[config.mk]
export PLATFORM = sky130hd
export DESIGN_NAME = cmdtrn_core
export DESIGN_NICKNAME = d
export VERILOG_FILES = /design/src/shared/cmdtrn_pkg.sv /design/src/logic/cmdtrn_sync.sv /design/src/logic/cmdtrn_core.sv
export SDC_FILE = /design/constraint.sdc
export NUM_CORES = 1
export LEC_CHECK = 0
export CORE_MARGIN = 8
export CORE_UTILIZATION = 23
export CTS_BUF_LIST = sky130_fd_sc_hd__clkbuf_4
export DETAILED_ROUTE_END_ITERATION = 8
export DONT_BUFFER_PORTS = 1
export PLACE_DENSITY_LB_ADDON = 0.12
export SLEW_MARGIN = 10
export SYNTH_ARGS = -nofsm -noshare
export SYNTH_HDL_FRONTEND = slang
export SYNTH_SLANG_ARGS = --single-unit
[constraint.sdc]
create_clock -name pclk -period 2.2 [get_ports pclk]
set_input_delay 0.11 -clock pclk [delete_from_list [all_inputs] [get_ports pclk]]
set_output_delay 0.11 -clock pclk [all_outputs]
set_load 0.02 [all_outputs]
[src/shared/cmdtrn_pkg.sv]
// Constants, register map and state encoding for command bus training mode 2.
// Assumes a 40 MHz register clock; every timing count is derived from it here.
`default_nettype none

package cmdtrn_pkg;

    ////////////////////////////////////////////////////////////////////////////
    // Clock and timing.
    localparam int CLK_PERIOD_NS = 25;
    localparam int ENTRY_DELAY_NS = 250;
    localparam int ENTRY_CYC = (ENTRY_DELAY_NS + CLK_PERIOD_NS - 1) / CLK_PERIOD_NS;
    localparam int READ_WINDOW_MAX_NS = 80;
    localparam int READ_WINDOW_CYC = (READ_WINDOW_MAX_NS / CLK_PERIOD_NS) > 0 ?
        (READ_WINDOW_MAX_NS / CLK_PERIOD_NS) : 1;
    localparam int MODE_WRITE_DELAY_NS = 50;
    localparam int MODE_WRITE_CYC = (MODE_WRITE_DELAY_NS + CLK_PERIOD_NS - 1) / CLK_PERIOD_NS;
    localparam int CNT_W = 4;
    localparam logic [CNT_W-1:0] ENTRY_CNT = CNT_W'(ENTRY_CYC);
    localparam logic [CNT_W-1:0] READ_WINDOW_CNT = CNT_W'(READ_WINDOW_CYC);
    localparam logic [CNT_W-1:0] MODE_WRITE_CNT = CNT_W'(MODE_WRITE_CYC);
    localparam logic [CNT_W-1:0] CNT_ZERO = 4'h0;
    localparam logic [CNT_W-1:0] CNT_ONE = 4'h1;

    ////////////////////////////////////////////////////////////////////////////
    // Register map, byte addresses.
    localparam int ADDR_W = 8;
    localparam logic [ADDR_W-1:0] ADDR_CTRL = 8'h00;
    localparam logic [ADDR_W-1:0] ADDR_CAREF = 8'h04;
    localparam logic [ADDR_W-1:0] ADDR_TERM = 8'h08;
    localparam logic [ADDR_W-1:0] ADDR_FEATURE = 8'h0c;
    localparam logic [ADDR_W-1:0] ADDR_STATUS = 8'h10;

    // Field positions and widths.
    localparam int CTRL_EN_BIT = 0;
    localparam int CTRL_WR_BANK_BIT = 6;
    localparam int CTRL_OP_BANK_BIT = 7;
    localparam int CAREF_W = 7;
    localparam int CAREF_MODE2_BIT = 7;
    localparam int TERM_W = 3;
    localparam int FEATURE_TERM_BIT = 7;
    localparam int CA_W = 6;
    localparam int DQ_W = 8;
    localparam int DQ_FLAG_BIT = 7;
    localparam int DQ_RANGE_BIT = 6;
    localparam int STAT_CAREF_LSB = 0;
    localparam int STAT_CA_LSB = 8;
    localparam int STAT_BANK_BIT = 16;
    localparam int STAT_TRAIN_BIT = 17;
    localparam int STAT_READY_BIT = 18;

    // Reset values.
    localparam logic [CAREF_W-1:0] CAREF_RST = 7'h1e;
    localparam logic [TERM_W-1:0] TERM_RST = 3'h0;
    localparam logic OP_BANK_RST = 1'b0;
    localparam logic DIE_TERMINATING = 1'b1;

    // Pin synchroniser layout.
    localparam int SY_W = 16;
    localparam int SY_CKE = 0;
    localparam int SY_CS = 1;
    localparam int SY_DQS = 2;
    localparam int SY_CA_LSB = 3;
    localparam int SY_DQ_LSB = 9;

    ////////////////////////////////////////////////////////////////////////////
    // Training sequence states.
    typedef enum logic [2:0] {
        ST_IDLE,
        ST_ARMED,
        ST_ENTRY,
        ST_TRAIN,
        ST_DONE,
        ST_EXIT
    } cmdtrn_state_e;

endpackage

`default_nettype wire

[src/logic/cmdtrn_sync.sv]
// Two-flop synchroniser for pins that arrive from outside the pclk domain.
// Assumes each bit is an independent level; no bus coherence is implied.
`default_nettype none

module cmdtrn_sync #(
    parameter int W = 1
) (
    input wire logic clk,
    input wire logic rst_n,
    input wire logic [W-1:0] async_in,
    output logic [W-1:0] sync_out
);

    logic [W-1:0] meta_q;

    ////////////////////////////////////////////////////////////////////////////
    // One pair of flops per bit; the first flop feeds only the second.
    genvar g;
    generate
        for (g = 0; g < W; g++)
        begin : g_bit
            always_ff @(posedge clk or negedge rst_n)
            begin
                if (!rst_n)
                begin
                    meta_q[g] <= 1'b0;
                    sync_out[g] <= 1'b0;
                end
                else
                begin
                    meta_q[g] <= async_in[g];
                    sync_out[g] <= meta_q[g];
                end
            end
        end
    endgenerate

endmodule // cmdtrn_sync

`default_nettype wire

[src/logic/cmdtrn_core.sv]
// Command bus training mode 2 of one memory die channel, with APB mode registers.
// Assumes training pins are asynchronous to pclk and are sampled through cmdtrn_sync.
//
// Overview of operation
// - At power-up the operating set-point bank is bank zero.
// - CKE low at entry switches to the alternate bank; CKE high switches back.
// - Trained reference values are not kept; controller rewrites them after exit.
// - Strobe acts as input and its rising edges capture data lines 6 to 0.
// - Strobe termination stays on in training, valued by the active bank.
// - Lines 5 to 0 carry reference value, line 6 its range, as inputs.
// - In the read window lines 5 to 0 output latched CA; line 6 is meaningless.
// - Line 7 toggles during the read window to flag valid output.
// - After the entry delay, strobe-captured bits 6 to 0 set the new reference.
// - Values latched on the CA bus are returned asynchronously on the data lines.
// - Clearing the enable bit exits; the die is ready after the mode write delay.
// - Entry needs CKE high first; entry and exit are the same from either set-point bank.
`default_nettype none

module cmdtrn_core (
    input wire logic pclk,
    input wire logic presetn,
    input wire logic psel,
    input wire logic penable,
    input wire logic pwrite,
    input wire logic [cmdtrn_pkg::ADDR_W-1:0] paddr,
    input wire logic [31:0] pwdata,
    output logic [31:0] prdata,
    output logic pready,
    output logic pslverr,
    input wire logic cke,
    input wire logic cs,
    input wire logic [cmdtrn_pkg::CA_W-1:0] ca,
    input wire logic dqs_t,
    input wire logic [cmdtrn_pkg::CAREF_W-1:0] dq_in,
    output logic [cmdtrn_pkg::DQ_W-1:0] dq_out,
    output logic [cmdtrn_pkg::DQ_W-1:0] dq_oe_n,
    output logic dqs_odt_en,
    output logic [cmdtrn_pkg::TERM_W-1:0] dqs_odt_value,
    output logic operating_setpoint_bank,
    output logic device_ready
);

    ////////////////////////////////////////////////////////////////////////////
    // Pin synchronisation and edge detection.
    logic [cmdtrn_pkg::SY_W-1:0] pins_a;
    logic [cmdtrn_pkg::SY_W-1:0] pins_s;
    logic cke_p_q;
    logic cs_p_q;
    logic dqs_p_q;

    assign pins_a = {dq_in, ca, dqs_t, cs, cke};

    cmdtrn_sync #(.W(cmdtrn_pkg::SY_W)) u_sync (
        .clk(pclk),
        .rst_n(presetn),
        .async_in(pins_a),
        .sync_out(pins_s)
    );

    wire cke_s = pins_s[cmdtrn_pkg::SY_CKE];
    wire cs_s = pins_s[cmdtrn_pkg::SY_CS];
    wire dqs_s = pins_s[cmdtrn_pkg::SY_DQS];
    wire [cmdtrn_pkg::CA_W-1:0] ca_s = pins_s[cmdtrn_pkg::SY_CA_LSB +: cmdtrn_pkg::CA_W];
    wire [cmdtrn_pkg::CAREF_W-1:0] dq_s =
        pins_s[cmdtrn_pkg::SY_DQ_LSB +: cmdtrn_pkg::CAREF_W];
    wire cke_fall = cke_p_q & ~cke_s;
    wire cke_rise = ~cke_p_q & cke_s;
    wire cs_rise = ~cs_p_q & cs_s;
    wire dqs_rise = ~dqs_p_q & dqs_s;

    always_ff @(posedge pclk or negedge presetn)
    begin
        if (!presetn)
        begin
            cke_p_q <= 1'b0;
            cs_p_q <= 1'b0;
            dqs_p_q <= 1'b0;
        end
        else
        begin
            cke_p_q <= cke_s;
            cs_p_q <= cs_s;
            dqs_p_q <= dqs_s;
        end
    end

    ////////////////////////////////////////////////////////////////////////////
    // APB slave: one wait state, registered read data.
    function automatic logic addr_mapped(input logic [cmdtrn_pkg::ADDR_W-1:0] a);
        addr_mapped = (a == cmdtrn_pkg::ADDR_CTRL) || (a == cmdtrn_pkg::ADDR_CAREF) ||
            (a == cmdtrn_pkg::ADDR_TERM) || (a == cmdtrn_pkg::ADDR_FEATURE) ||
            (a == cmdtrn_pkg::ADDR_STATUS);
    endfunction

    logic train_en_q;
    logic wr_bank_q;
    logic op_bank_q;
    logic mode2_q;
    logic alt_q;
    logic [cmdtrn_pkg::CAREF_W-1:0] caref_q [2];
    logic [cmdtrn_pkg::TERM_W-1:0] term_q [2];
    logic [cmdtrn_pkg::CAREF_W-1:0] trained_caref_q;
    logic [cmdtrn_pkg::CA_W-1:0] ca_cap_q;
    logic [cmdtrn_pkg::CNT_W-1:0] cnt_q;
    logic [cmdtrn_pkg::CNT_W-1:0] win_q;
    cmdtrn_pkg::cmdtrn_state_e state_q;
    logic pready_q;
    logic pslverr_q;
    logic [31:0] prdata_q;
    logic [31:0] rd_w;
    logic [31:0] status_w;
    logic [cmdtrn_pkg::DQ_W-1:0] dq_out_q;
    logic [cmdtrn_pkg::DQ_W-1:0] dq_oe_n_q;
    logic odt_en_q;
    logic [cmdtrn_pkg::TERM_W-1:0] odt_value_q;
    logic bank_out_q;
    logic ready_q;

    // Compares a bus address against one register offset.
    function automatic logic is_addr(
        input logic [cmdtrn_pkg::ADDR_W-1:0] a,
        input logic [cmdtrn_pkg::ADDR_W-1:0] b
    );
        is_addr = (a == b);
    endfunction

    ////////////////////////////////////////////////////////////////////////////
    // Register decode and selection.
    wire apb_access = psel & penable;
    wire apb_wr = apb_access & pready_q & pwrite;
    wire wr_ctrl = apb_wr & is_addr(paddr, cmdtrn_pkg::ADDR_CTRL);
    wire wr_caref = apb_wr & is_addr(paddr, cmdtrn_pkg::ADDR_CAREF);
    wire wr_term = apb_wr & is_addr(paddr, cmdtrn_pkg::ADDR_TERM);
    wire act_bank = op_bank_q ^ alt_q;
    wire training = (state_q == cmdtrn_pkg::ST_ENTRY) || (state_q == cmdtrn_pkg::ST_TRAIN);
    wire accepting = (state_q == cmdtrn_pkg::ST_TRAIN);
    wire in_window = (win_q != cmdtrn_pkg::CNT_ZERO);
    wire cnt_done = (cnt_q == cmdtrn_pkg::CNT_ZERO);
    wire [cmdtrn_pkg::CAREF_W-1:0] shown_caref =
        training ? trained_caref_q : caref_q[op_bank_q];
    wire [cmdtrn_pkg::DQ_W-1:0] dq_drive = {~dq_out_q[cmdtrn_pkg::DQ_FLAG_BIT], 1'b0, ca_cap_q};

    // Status word: reference in use, captured CA, bank and training state.
    always_comb
    begin
        status_w = '0;
        status_w[cmdtrn_pkg::STAT_CAREF_LSB +: cmdtrn_pkg::CAREF_W] = shown_caref;
        status_w[cmdtrn_pkg::STAT_CA_LSB +: cmdtrn_pkg::CA_W] = ca_cap_q;
        status_w[cmdtrn_pkg::STAT_BANK_BIT] = act_bank;
        status_w[cmdtrn_pkg::STAT_TRAIN_BIT] = training;
        status_w[cmdtrn_pkg::STAT_READY_BIT] = ready_q;
    end

    // Read data selection.
    always_comb
    begin
        rd_w = '0;
        if (is_addr(paddr, cmdtrn_pkg::ADDR_CTRL))
        begin
            rd_w[cmdtrn_pkg::CTRL_EN_BIT] = train_en_q;
            rd_w[cmdtrn_pkg::CTRL_WR_BANK_BIT] = wr_bank_q;
            rd_w[cmdtrn_pkg::CTRL_OP_BANK_BIT] = op_bank_q;
        end
        else if (is_addr(paddr, cmdtrn_pkg::ADDR_CAREF))
        begin
            rd_w[cmdtrn_pkg::CAREF_W-1:0] = caref_q[wr_bank_q];
            rd_w[cmdtrn_pkg::CAREF_MODE2_BIT] = mode2_q;
        end
        else if (is_addr(paddr, cmdtrn_pkg::ADDR_TERM))
        begin
            rd_w[cmdtrn_pkg::TERM_W-1:0] = term_q[wr_bank_q];
        end
        else if (is_addr(paddr, cmdtrn_pkg::ADDR_FEATURE))
        begin
            rd_w[cmdtrn_pkg::FEATURE_TERM_BIT] = cmdtrn_pkg::DIE_TERMINATING;
        end
        else if (is_addr(paddr, cmdtrn_pkg::ADDR_STATUS))
        begin
            rd_w = status_w;
        end
    end

    ////////////////////////////////////////////////////////////////////////////
    // Bus handshake: ready one cycle into the access phase.
    always_ff @(posedge pclk or negedge presetn)
    begin
        if (!presetn)
        begin
            pready_q <= 1'b0;
            pslverr_q <= 1'b0;
            prdata_q <= '0;
        end
        else if (apb_access && !pready_q)
        begin
            pready_q <= 1'b1;
            pslverr_q <= !addr_mapped(paddr);
            prdata_q <= pwrite ? '0 : rd_w;
        end
        else
        begin
            pready_q <= 1'b0;
            pslverr_q <= 1'b0;
        end
    end

    // Control register fields and the mode 2 bit of the reference register.
    always_ff @(posedge pclk or negedge presetn)
    begin
        if (!presetn)
        begin
            train_en_q <= 1'b0;
            wr_bank_q <= 1'b0;
            op_bank_q <= cmdtrn_pkg::OP_BANK_RST;
            mode2_q <= 1'b0;
        end
        else
        begin
            if (wr_ctrl)
            begin
                train_en_q <= pwdata[cmdtrn_pkg::CTRL_EN_BIT];
                wr_bank_q <= pwdata[cmdtrn_pkg::CTRL_WR_BANK_BIT];
                op_bank_q <= pwdata[cmdtrn_pkg::CTRL_OP_BANK_BIT];
            end
            if (wr_caref)
            begin
                mode2_q <= pwdata[cmdtrn_pkg::CAREF_MODE2_BIT];
            end
        end
    end

    // One set of reference and termination settings per set-point bank.
    genvar b;
    generate
        for (b = 0; b < 2; b++)
        begin : g_bank
            wire sel = (wr_bank_q == 1'(b));
            always_ff @(posedge pclk or negedge presetn)
            begin
                if (!presetn)
                begin
                    caref_q[b] <= cmdtrn_pkg::CAREF_RST;
                    term_q[b] <= cmdtrn_pkg::TERM_RST;
                end
                else
                begin
                    if (wr_caref && sel)
                    begin
                        caref_q[b] <= pwdata[cmdtrn_pkg::CAREF_W-1:0];
                    end
                    if (wr_term && sel)
                    begin
                        term_q[b] <= pwdata[cmdtrn_pkg::TERM_W-1:0];
                    end
                end
            end
        end
    endgenerate

    ////////////////////////////////////////////////////////////////////////////
    // Training sequence.
    always_ff @(posedge pclk or negedge presetn)
    begin
        if (!presetn)
        begin
            state_q <= cmdtrn_pkg::ST_IDLE;
            cnt_q <= cmdtrn_pkg::CNT_ZERO;
            alt_q <= 1'b0;
            ready_q <= 1'b1;
            trained_caref_q <= cmdtrn_pkg::CAREF_RST;
        end
        else
        begin
            unique case (state_q)
                cmdtrn_pkg::ST_IDLE:
                begin
                    if (train_en_q && mode2_q)
                    begin
                        state_q <= cmdtrn_pkg::ST_ARMED;
                        cnt_q <= cmdtrn_pkg::MODE_WRITE_CNT;
                        ready_q <= 1'b0;
                    end
                end
                cmdtrn_pkg::ST_ARMED:
                begin
                    if (!train_en_q)
                    begin
                        state_q <= cmdtrn_pkg::ST_IDLE;
                        ready_q <= 1'b1;
                    end
                    else if (!cnt_done)
                    begin
                        cnt_q <= cnt_q - cmdtrn_pkg::CNT_ONE;
                    end
                    else if (cke_fall)
                    begin
                        state_q <= cmdtrn_pkg::ST_ENTRY;
                        cnt_q <= cmdtrn_pkg::ENTRY_CNT;
                        alt_q <= 1'b1;
                        trained_caref_q <= caref_q[~op_bank_q];
                    end
                end
                cmdtrn_pkg::ST_ENTRY:
                begin
                    if (cke_rise)
                    begin
                        state_q <= cmdtrn_pkg::ST_DONE;
                        alt_q <= 1'b0;
                    end
                    else if (!cnt_done)
                    begin
                        cnt_q <= cnt_q - cmdtrn_pkg::CNT_ONE;
                    end
                    else
                    begin
                        state_q <= cmdtrn_pkg::ST_TRAIN;
                    end
                end
                cmdtrn_pkg::ST_TRAIN:
                begin
                    if (cke_rise)
                    begin
                        state_q <= cmdtrn_pkg::ST_DONE;
                        alt_q <= 1'b0;
                    end
                    else if (dqs_rise)
                    begin
                        trained_caref_q <= dq_s;
                    end
                end
                cmdtrn_pkg::ST_DONE:
                begin
                    if (!train_en_q)
                    begin
                        state_q <= cmdtrn_pkg::ST_EXIT;
                        cnt_q <= cmdtrn_pkg::MODE_WRITE_CNT;
                    end
                end
                cmdtrn_pkg::ST_EXIT:
                begin
                    if (!cnt_done)
                    begin
                        cnt_q <= cnt_q - cmdtrn_pkg::CNT_ONE;
                    end
                    else
                    begin
                        state_q <= cmdtrn_pkg::ST_IDLE;
                        ready_q <= 1'b1;
                    end
                end
                default:
                begin
                    state_q <= cmdtrn_pkg::ST_IDLE;
                end
            endcase
        end
    end

    ////////////////////////////////////////////////////////////////////////////
    // CA capture on chip select and the asynchronous read window.
    always_ff @(posedge pclk or negedge presetn)
    begin
        if (!presetn)
        begin
            ca_cap_q <= '0;
            win_q <= cmdtrn_pkg::CNT_ZERO;
        end
        else if (accepting && cs_rise)
        begin
            ca_cap_q <= ca_s;
            win_q <= cmdtrn_pkg::READ_WINDOW_CNT;
        end
        else if (in_window)
        begin
            win_q <= win_q - cmdtrn_pkg::CNT_ONE;
        end
    end

    // Data lines drive captured CA and a toggling flag only inside the window.
    always_ff @(posedge pclk or negedge presetn)
    begin
        if (!presetn)
        begin
            dq_out_q <= '0;
            dq_oe_n_q <= '1;
        end
        else if (in_window)
        begin
            dq_out_q <= dq_drive;
            dq_oe_n_q <= '0;
        end
        else
        begin
            dq_oe_n_q <= '1;
        end
    end

    // Strobe termination, its value and the bank in use.
    always_ff @(posedge pclk or negedge presetn)
    begin
        if (!presetn)
        begin
            odt_en_q <= 1'b0;
            odt_value_q <= cmdtrn_pkg::TERM_RST;
            bank_out_q <= cmdtrn_pkg::OP_BANK_RST;
        end
        else
        begin
            odt_en_q <= alt_q;
            odt_value_q <= term_q[act_bank];
            bank_out_q <= act_bank;
        end
    end

    assign prdata = prdata_q;
    assign pready = pready_q;
    assign pslverr = pslverr_q;
    assign dq_out = dq_out_q;
    assign dq_oe_n = dq_oe_n_q;
    assign dqs_odt_en = odt_en_q;
    assign dqs_odt_value = odt_value_q;
    assign operating_setpoint_bank = bank_out_q;
    assign device_ready = ready_q;

    ////////////////////////////////////////////////////////////////////////////
    // Checks on the training behaviour.
    bank_follow_a: assert property (@(posedge pclk) disable iff (!presetn)
        operating_setpoint_bank == $past(act_bank))
        else $error("Operating bank output does not follow the active bank.");

    entry_switch_a: assert property (@(posedge pclk) disable iff (!presetn)
        (state_q == cmdtrn_pkg::ST_ARMED && train_en_q && cnt_done && cke_fall) |=> alt_q)
        else $error("Training entry did not switch to the alternate bank.");

    exit_return_a: assert property (@(posedge pclk) disable iff (!presetn)
        (training && cke_rise) |=> !alt_q)
        else $error("Training exit did not return to the original bank.");

    odt_on_a: assert property (@(posedge pclk) disable iff (!presetn)
        alt_q |=> dqs_odt_en)
        else $error("Strobe termination off during training.");

    caref_capture_a: assert property (@(posedge pclk) disable iff (!presetn)
        (accepting && dqs_rise && !cke_rise) |=> trained_caref_q == $past(dq_s))
        else $error("Strobe edge did not capture the reference setting.");

    ca_readback_a: assert property (@(posedge pclk) disable iff (!presetn)
        (accepting && cs_rise) |-> ##2
        (dq_oe_n == '0 && dq_out[cmdtrn_pkg::CA_W-1:0] == $past(ca_s, 2)))
        else $error("Captured CA value not driven in the read window.");

    flag_toggle_a: assert property (@(posedge pclk) disable iff (!presetn)
        (dq_oe_n == '0 && $past(dq_oe_n) == '0) |->
        dq_out[cmdtrn_pkg::DQ_FLAG_BIT] != $past(dq_out[cmdtrn_pkg::DQ_FLAG_BIT]))
        else $error("Valid flag did not toggle in the read window.");

    ready_exit_a: assert property (@(posedge pclk) disable iff (!presetn)
        (state_q == cmdtrn_pkg::ST_EXIT && cnt_done) |=> device_ready)
        else $error("Device not ready after the exit delay.");

endmodule // cmdtrn_core

`default_nettype wire

== Yosys cells after proc, flatten, opt, wreduce, memory -nomap -nowiden ==
Cells that the tools add are included.

* Register bits: 139
* Input bits: 61
* Output and inout port bits: 56
* Logic and storage cells: 211

* $add $sub $neg: 2
* $lt $le $gt $ge: 4
* Eq/ne operators: 25
* Multiplexer cells: 71
* Bitwise logic cells: 22
* Reduce and logical (&&, ||, !) cells: 29

{| class="wikitable"
|+ Operators with widths
! kind !! number
|-
| $mux W32 || 5
|-
| $mux W7 || 16
|-
| $mux W24 || 3
|-
| $mux W3 || 16
|-
| $mux W4 || 9
|-
| $mux W29 || 1
|-
| $ne A2 B2 Y1 const B || 11
|-
| $pmux W4 S5 || 1
|-
| $mux W19 || 1
|-
| $pmux W3 S6 || 1
|-
| $eq A8 B4 Y1 const B || 2
|-
| $mux W8 || 2
|-
| $pmux W7 S2 || 1
|-
| $ne A3 B3 Y1 const B || 4
|-
| $reduce_and A6 Y1 || 2
|-
| $mux W1 || 11
|-
| $and A1 B1 Y1 || 10
|-
| $eq A8 B3 Y1 const B || 1
|-
| $eq A8 B5 Y1 const B || 1
|-
| $ge A2 B2 Y1 const B || 4
|-
| $logic_not A8 Y1 || 1
|-
| $not A1 Y2 || 4
|-
| $sub A4 B1 Y4 const B || 2
|-
| $logic_and A1 B1 Y1 || 7
|-
| 22 further kinds || 37
|}

== Longest topological paths before layout ==
Gate-level depths: netlist of run 1.

* Depth after elaboration: 15
* Mapped depth: 7

== Hierarchy ==
A second synthesis of run 1 with hierarchy kept.

* Cell total of the unflattened synthesis: 431
* Area, all modules: 5193.7 um^2

{| class="wikitable"
|+ By module, submodules not included
! module !! times used !! cells each !! area an instance (um^2) !! seq. area each (um^2)
|-
| cmdtrn_core || 1 || 399 || 4393.0 || 2144.6
|-
| cmdtrn_sync || 1 || 32 || 800.8 || 800.8
|}

== Least setup slack after synthesis of run 1 ==
OpenSTA, ideal clock, no wires.

* Kind: register to register
* From: register cnt_q[0] (netlist bit)
* To: register state_q[1]
* Library setup time: 0.125 ns
* Arrival time: 1.959 ns
* Required time: 2.075 ns
* Slack: 0.117 ns
* Stages on the path, launching flop included: 7
* Cell sequence: dfrtp_1 inv_1 ha_1 or3b_1 a22o_1 a211oi_2 mux2_2

* Word-level cells in the longest chain between the ends: 3
* Elaborated cells between the ends (all ways): 5
* Those cells by class: eq/ne (3); reduce/logical (2)

{| class="wikitable"
|+ Ends and longest elaborated chain
! what !! line !! text
|-
| start, declared || cmdtrn_core.sv:104 || <nowiki>logic [cmdtrn_pkg::CNT_W-1:0] cnt_q;</nowiki>
|-
| start signal, assigned || cmdtrn_core.sv:266 || <nowiki>cnt_q <= cmdtrn_pkg::CNT_ZERO;</nowiki>
|-
| start signal, assigned || cmdtrn_core.sv:279 || <nowiki>cnt_q <= cmdtrn_pkg::MODE_WRITE_CNT;</nowiki>
|-
| start signal, assigned || cmdtrn_core.sv:292 || <nowiki>cnt_q <= cnt_q - cmdtrn_pkg::CNT_ONE;</nowiki>
|-
| $logic_not A4 Y1 * || cmdtrn_core.sv:138 || <nowiki>wire cnt_done = (cnt_q == cmdtrn_pkg::CNT_ZERO);</nowiki>
|-
| $ne A3 B3 Y1 (no line) or $ne A2 B2 Y1 (tied branches) || - ||
|-
| $reduce_and A7 Y1 (no line) * || - ||
|-
| end signal, assigned || cmdtrn_core.sv:265 || <nowiki>state_q <= cmdtrn_pkg::ST_IDLE;</nowiki>
|-
| end signal, assigned || cmdtrn_core.sv:278 || <nowiki>state_q <= cmdtrn_pkg::ST_ARMED;</nowiki>
|-
| end signal, assigned || cmdtrn_core.sv:287 || <nowiki>state_q <= cmdtrn_pkg::ST_IDLE;</nowiki>
|-
| end, declared || cmdtrn_core.sv:106 || <nowiki>cmdtrn_pkg::cmdtrn_state_e state_q;</nowiki>
|}

Every way passes the cells marked *; elsewhere a longest branch is shown, timed or not.
A chain may end at the register's enable or synchronous reset.

== Final worst setup path of run 1 ==
* From: register cnt_q[1] (netlist bit)
* To: register state_q[1]

Same word-level chain as after synthesis.

==> run metrics, run 1 <==
Final Max Tran Viols=0; total setup violations reported at the end of the flow=0; Multi-input gate area=1913 sq um; biggest area consumer among synthesized cells=sky130_fd_sc_hd__dfrtp_1; gate count after technology mapping=415; final core utilization=approximately 28%; Placeable Area=around 22000 sq um; CTS H-tree depth=4; peak supply drop=around 0.29 mV; Synth warnings=0; top area cells in the synthesized netlist=sky130_fd_sc_hd__dfrtp_1 51%, sky130_fd_sc_hd__mux2_2 9.8%, sky130_fd_sc_hd__dfstp_2 7.2%; power share of the combinational group=between 10% and 20%; violations in the final reports=hold timing; global-route usage over all layers=approximately a tenth; vias in the first global route=about 3500; final cycle utilization of the critical path=94.79%; Area growth syn-to-layout=19.87%; skew final=0.02500 ns; register bit count reported by yosys=~120; number of antenna violations at the first check in global routing=1; total internal power=~3.2 mW; mean post-synth cell area=12.23 sq um; number of buffers created by CTS=17; Net Switching=1.279 mW; Routability Congestion=0.7186; type of element launching the critical path=flip-flop; clock slew at the register clock pins of the worst setup and hold paths=between 0.1 and 0.15 ns; outcome=finished, violations left; Setup WS pre-CTS=about 0.064 ns; Worst-Skew Late Latency=~0.52 ns; cell row count=between 50 and 60; minimum setup slack in the final design=between 0.1 and 0.15 ns; Top Ports=117; Post-Synthesis Cell Area=slightly above 5000 sq um; fraction of power spent switching nets=between 20% and 30%; crit path time final=approximately 2.1 ns; Total Routed Length=13460 um; post-DR wirelength/cell=17.62 um; Leak Pwr=2.719 nW; Clock power frac=33.4%; CTS tree=done; maxcap violations=0; Worst Hold Slack=-0.7186 ns; data arrival at the endpoint of the critical path=roughly 2.5 ns; wire length of the first global-routing pass=slightly above 20000 um; average via count per standard cell=between 4 and 5; effective utilization at floorplan=23.33%; vertical die dimension=~160 um; layout cell share with drive strength beyond 1=26.50%; DR vias=approximately 3300; clock sink count=117; class of the most critical hold timing path=input port to asynchronous set/reset pin; Crit Path Max Fanout=4; Residual DRC=0; power per cell area=~740 nW/um^2; capturing element type of the critical path=flip-flop; count of endpoints failing hold in the final timing report=between 100 and 150; clock tree root buffer cell=sky130_fd_sc_hd__clkbuf_4; horizontal die dimension=164.6 um; total area of sequential cells=just under 3000 sq um; share of Yosys cell area claimed by the top area cell type=50.78%; maximum number of pins on one net before global-route repair=approximately 120; most instantiated flip-flop cell in the synthesis netlist=sky130_fd_sc_hd__dfrtp_1; EDFF count, synth=0; number of filler cells placed in the layout=2285; fraction of power consumed by sequential logic=between 50 and 60%; FFs w/ async S/R, synth=between 90% and 100%; area of the die=27080 sq um; number of DRC markers in iteration 0=about 140; Worst EP required=approximately 2.6 ns; total grt overflow=0; fraction of the yosys area taken by sequential cells=between 50 and 60%; Crit Path Class=flip-flop to flip-flop; max_slew headroom=between 40 and 50%; deepest clock path buffer count=2; number of optimization iterations in the first detailed-route pass=4; Yosys cell types=between 40 and 50; number of nets in the final layout=534; HPWL Detailed=approximately 9100 um; highest attainable clock frequency=around 480 MHz; Port Buffer Count=0; number of nets with antenna violations after routing=0; Slew @ Worst Pin=a little under 0.8 ns
==> cell type report <==
class / instances / share of cell area, %
Antenna cell: 1 / 0.04113
Multi-Input combinational cell: 257 / 31.44
Clock buffer: 20 / 2.468
Timing Repair Buffer: 60 / 8.986
Clock inverter: 12 / 1.851
Inverter: 17 / 1.049
Tap cell: 280 / 5.758
Sequential cell: 117 / 48.41
==> routing by layer <==
| layer | GRT usage (%) | vias to the layer above | share of wire (%) |
|---|---|---|---|
| met3 | 3.614 | 13 | 7.7 |
| met2 | 15.69 | 75 | 47 |
| li1 | - | 1553 | - |
| met1 | 12.87 | 1686 | 44 |
| met5 | 0 | - | 0 |
| met4 | 3.890 | 0 | 1.5 |
==> cell usage after synthesis, types with 2 or more instances <==
cell	n
sky130_fd_sc_hd__a22o_1	14
sky130_fd_sc_hd__a21oi_1	15
sky130_fd_sc_hd__mux2_2	44
sky130_fd_sc_hd__buf_2	3
sky130_fd_sc_hd__a211o_1	3
sky130_fd_sc_hd__clkbuf_1	13
sky130_fd_sc_hd__o22ai_1	6
sky130_fd_sc_hd__nand2b_1	6
sky130_fd_sc_hd__a31oi_1	4
sky130_fd_sc_hd__nor2b_1	7
sky130_fd_sc_hd__nand3b_1	2
sky130_fd_sc_hd__o21ai_0	20
sky130_fd_sc_hd__a32o_1	2
sky130_fd_sc_hd__nor3_1	5
sky130_fd_sc_hd__a2111oi_0	3
sky130_fd_sc_hd__buf_4	23
sky130_fd_sc_hd__ha_1	3
sky130_fd_sc_hd__nand3_1	8
sky130_fd_sc_hd__dfrtp_1	103
sky130_fd_sc_hd__mux2i_1	29
sky130_fd_sc_hd__nor4_1	2
sky130_fd_sc_hd__xnor2_1	4
sky130_fd_sc_hd__nor3b_1	2
sky130_fd_sc_hd__o211ai_1	2
sky130_fd_sc_hd__inv_1	17
sky130_fd_sc_hd__nor2_1	18
sky130_fd_sc_hd__a21o_1	2
sky130_fd_sc_hd__dfstp_2	14
sky130_fd_sc_hd__o31ai_1	2
sky130_fd_sc_hd__nand2_1	24
==> critical path: stages, from the launching register on <==
cell                       delay (ns)
sky130_fd_sc_hd__dfrtp_1         0.41
sky130_fd_sc_hd__inv_1           0.08
sky130_fd_sc_hd__ha_1            0.19
sky130_fd_sc_hd__or3b_4          0.42
sky130_fd_sc_hd__a22o_1          0.27
sky130_fd_sc_hd__a211oi_2        0.25
sky130_fd_sc_hd__mux2_2          0.36
==> power groups by stage <==
| stage | clock network [mW] | logic, mW | registers, mW |
|---|---|---|---|
| finish | 1.51 | 0.569 | 2.44 |
| global route | 1.69 | 0.629 | 2.46 |
| CTS | 1.60 | 0.547 | 2.44 |
| detailed placement | 0 | 0.478 | 2.48 |
| global placement | 0 | 0.471 | 2.48 |
| floorplan | 0 | 0.521 | 2.39 |
==> metrics by stage <==
stage,cell area [sq um],std cells,power [mW],TNS [ns]
floorplan,5132,430,2.906,0
global placement,5401,691,2.947,0
detailed placement,5401,691,2.957,0
CTS,6005,757,4.582,0
global route,6085,764,4.780,-0.002627
finish,6085,764,4.514,0
==> placed cells by master, fill, tap and decap left out, types with 8 or more instances in the layout <==
cell type,instances
sky130_fd_sc_hd__a21oi_1,15
sky130_fd_sc_hd__a22o_1,14
sky130_fd_sc_hd__buf_4,22
sky130_fd_sc_hd__clkbuf_4,20
sky130_fd_sc_hd__clkinv_2,8
sky130_fd_sc_hd__conb_1,16
sky130_fd_sc_hd__dfrtp_1,103
sky130_fd_sc_hd__dfstp_2,14
sky130_fd_sc_hd__dlygate4sd3_1,35
sky130_fd_sc_hd__inv_1,17
sky130_fd_sc_hd__mux2_2,44
sky130_fd_sc_hd__mux2i_1,29
sky130_fd_sc_hd__nand2_1,23
sky130_fd_sc_hd__nor2_1,16
sky130_fd_sc_hd__o21ai_0,18
==> kinds of logic after synthesis <==
| logic type | after synthesis | synth area share (%) |
|---|---|---|
| XOR/XNOR | 5 | 0.8627 |
| flip-flops | 117 | 58.02 |
| other | 1 | 0.07388 |
| buffers and inverters | 56 | 5.916 |
| multiplexers | 73 | 15.48 |
| AO/OA/AOI/OAI | 75 | 9.835 |
| adder cells (fa/ha/maj) | 3 | 0.7395 |
| AND/OR/NAND/NOR | 85 | 9.071 |
==> registers in the layout, indices dropped and copies added (netlist names), 3 cells and up <==
signal,cells
dq_out,7
u_sync.sync_out,16
caref_q,14
prdata,17
trained_caref_q,7
state_q,3
term_q,6
ca_cap_q,6
dqs_odt_value,3
cnt_q,4
u_sync.meta_q,16
win_q,4
==> timing repair <==
| action | 4_1_cts | 5_1_grt |
|---|---|---|
| hold buffers | 34 | 2 |
| endpoints found under the setup margin | 0 | 20 |
| buffers inserted | 0 | 4 |
| endpoints found under the hold margin | 167 | 120 |
| gates resized for setup | 0 | 12 |
==> final timing paths <==
kind                                       endpoint  cells past startpoint             start  slack, ns
min in group pclk                            pready                      3           penable       0.03
worst min register to register   u_sync.sync_out[0]                      0  u_sync.meta_q[0]       0.36
worst max register to register           state_q[1]                      6          cnt_q[1]       0.11
worst max-delay path                     state_q[1]                      6          cnt_q[1]       0.11
worst min-delay path            u_sync.sync_out[11]                      0           presetn      -0.72
max in group asynchronous                caref_q[2]                      0           presetn       2.68
(Power assumes the default switching activity.)
==> inputs of run 2 (changes only) <==
--- a/config.mk
+++ b/config.mk
@@ -10,7 +10,7 @@
 export CTS_BUF_LIST = sky130_fd_sc_hd__clkbuf_4
 export DETAILED_ROUTE_END_ITERATION = 8
 export DONT_BUFFER_PORTS = 1
-export PLACE_DENSITY_LB_ADDON = 0.12
+export PLACE_DENSITY = 0.41
 export SLEW_MARGIN = 10
 export SYNTH_ARGS = -nofsm -noshare
 export SYNTH_HDL_FRONTEND = slang
==> run 2 against run 1 <==
  * The flow still finishes with violations (hold timing)
  * Sequential cell count stayed put
  * Critical endpoint unchanged
  * Via count is 1.5% lower
  * Worst setup slack worse by 0.0072 ns
  * Critical path type unchanged
  * Clock power up 30%
  * Sequential share of layout area down 0.85 points
  * Total power grew 9.6%
  * Design area rose by 1.8%
  * Utilization is 0.51 points higher
  * Sequential power barely moved
  * Hold slack lost 0.0097 ns
  * Highest routed layer unchanged
==> run metrics, run 2 (synthesized netlist as in run 1, its figures left out) <==
final cycle utilization of the critical path=approximately 95%; number of buffers created by CTS=17; peak supply drop=around 0.37 mV; count of endpoints failing hold in the final timing report=117; top library cells by usage in the layout, fill and taps aside=102 x sky130_fd_sc_hd__dfrtp_1, 44 x sky130_fd_sc_hd__mux2_2, 36 x sky130_fd_sc_hd__dlygate4sd3_1; number of nets in the final layout=around 530; skew final=between 0.015 and 0.02 ns; layout cell share with drive strength beyond 1=between 20% and 30%; HPWL Detailed=between 8000 and 9000 um; Port Buffer Count=0; post-DR wirelength/cell=between 15 and 20 um; cell row count=54; DR vias=3278; Slew @ Worst Pin=between 0.8 and 0.9 ns; Clock power frac=roughly two fifths; number of antenna violations at the first check in global routing=1; Crit Path Class=flip-flop to flip-flop; r2r startpoint=cnt_q[0]; effective utilization at floorplan=a little under a quarter; vertical die dimension=164.6 um; average via count per standard cell=approximately 4.3; CTS tree=done; violations in the final reports=hold timing; number of filler cells placed in the layout=around 2300; number of flip-flops under the largest register name=17; Setup WS pre-CTS=a little over 0.08 ns; post-route total power=approximately 5 mW; total area of sequential cells=2947 sq um; maxcap violations=0; Worst-Skew Late Latency=around 0.53 ns; power per cell area=about 800 nW/um^2; Final Max Tran Viols=0; Top Ports=between 100 and 150; wire length of the first global-routing pass=a little under 20000 um; CTS H-tree depth=4; outcome=finished, violations left; number of DRC markers in iteration 0=roughly 180; Multi-input gate area=~1900 sq um; fraction of power consumed by sequential logic=49.2%; Worst Hold Slack=-0.7283 ns; maximum number of pins on one net before global-route repair=about 120; data arrival at the endpoint of the critical path=2.51 ns; area of the die=roughly 27000 sq um; total grt overflow=0; launching instance or port of the critical path=cnt_q[0]; fraction of power spent switching nets=25.96%; clock sink count=between 100 and 150; Placeable Area=~22000 sq um; power share of the combinational group=11.1%; final core utilization=between 20 and 30%; RSZ-0062 raised after global routing=false; type of element launching the critical path=flip-flop; Total Routed Length=12810 um; Area growth syn-to-layout=22.06%; Residual DRC=0; number of optimization iterations in the first detailed-route pass=4; setup total negative slack=0 ns; Routability Congestion=about 0.77; highest attainable clock frequency=roughly 480 MHz; capturing element type of the critical path=flip-flop; global-route usage over all layers=under 10%; clock slew at the register clock pins of the worst setup and hold paths=roughly 0.11 ns; Net Switching=between 1 and 1.5 mW; minimum setup slack among reg-to-reg paths=around 0.11 ns; total internal power=roughly 3.7 mW; Crit Path Max Fanout=4; number of nets with antenna violations after routing=0; total setup violations reported at the end of the flow=0; deepest clock path buffer count=2; Worst EP required=roughly 2.6 ns; horizontal die dimension=about 160 um; max_slew headroom=between 40 and 50%; Leak Pwr=between 2 and 3 nW; vias in the first global route=about 3400; leading cell type in the layout, fill and taps excluded=sky130_fd_sc_hd__dfrtp_1; minimum setup slack in the final design=about 0.11 ns; crit path time final=between 2 and 2.5 ns; clock tree root buffer cell=sky130_fd_sc_hd__clkbuf_4; class of the most critical hold timing path=input port to asynchronous set/reset pin
## run 2: cell types whose count changed in the layout (fill, tap and decap cells not counted), moves of 2 or more
cell                         previous run  this run
sky130_fd_sc_hd__buf_4                 22        19
sky130_fd_sc_hd__bufinv_16              2         6
sky130_fd_sc_hd__clkbuf_4              20        18
sky130_fd_sc_hd__clkinv_2               8         1
sky130_fd_sc_hd__clkinvlp_4             0         4
sky130_fd_sc_hd__diode_2                1         5
## run 2: power groups by stage
stage | combinational, mW | sequential, mW | clock (mW)
finish | 0.548 | 2.43 | 1.97
global route | 0.608 | 2.46 | 2.14
CTS | 0.543 | 2.44 | 2.04
detailed placement | 0.474 | 2.48 | 0
global placement | 0.464 | 2.48 | 0
floorplan | 0.521 | 2.39 | 0
## run 2: per-stage QoR
stage	instance area (sq um)	hold slack, ns	cells
after floorplan	5132	-0.1856	430
after global placement	5414	-0.1786	691
after detailed placement	5414	-0.1780	691
after CTS	6131	-0.7909	758
after global routing	6196	-0.8094	766
final	6196	-0.7283	766
## run 2: what timing repair did
item,in CTS,in global routing
buffers inserted,0,2
hold endpoints to repair,167,120
setup endpoints to repair,0,18
hold buffers,35,2
gates resized for setup,0,10
## run 2: area by class of cell
class                           count  area share (%)
Tap cell                          280           5.654
Antenna cell                        5          0.2019
Multi-Input combinational cell    257           30.78
Inverter                           17           1.030
Timing Repair Buffer               58           8.865
Clock inverter                     14           3.736
Clock buffer                       18           2.181
Sequential cell                   117           47.56
## run 2: worst max-delay path, stage by stage (launching register included)
cell and delay (ns):
sky130_fd_sc_hd__dfrtp_1 0.39, sky130_fd_sc_hd__inv_1 0.11, sky130_fd_sc_hd__ha_2 0.20, sky130_fd_sc_hd__or3b_4 0.40
sky130_fd_sc_hd__o21ai_0 0.14, sky130_fd_sc_hd__o21ai_1 0.12, sky130_fd_sc_hd__a211oi_2 0.28, sky130_fd_sc_hd__mux2_2 0.36
## run 2: layer usage
metal  up-vias  part of all wire (%)  track usage, %
li1       1551                     -               -
met1      1626                    44           11.89
met5         -                     0               0
met3        15                   8.1           4.661
met2        86                    46           14.83
met4         0                   1.3           3.563
## run 2: path summary, 6_finish.rpt
kind / endpoint / cells after the start
max in group asynchronous: dq_oe_n[6] / 0
setup / recovery: state_q[1] / 7
setup reg to reg: state_q[1] / 7
hold reg to reg: u_sync.sync_out[3] / 0
hold / removal: prdata[4] / 0
min in group pclk: pready / 3
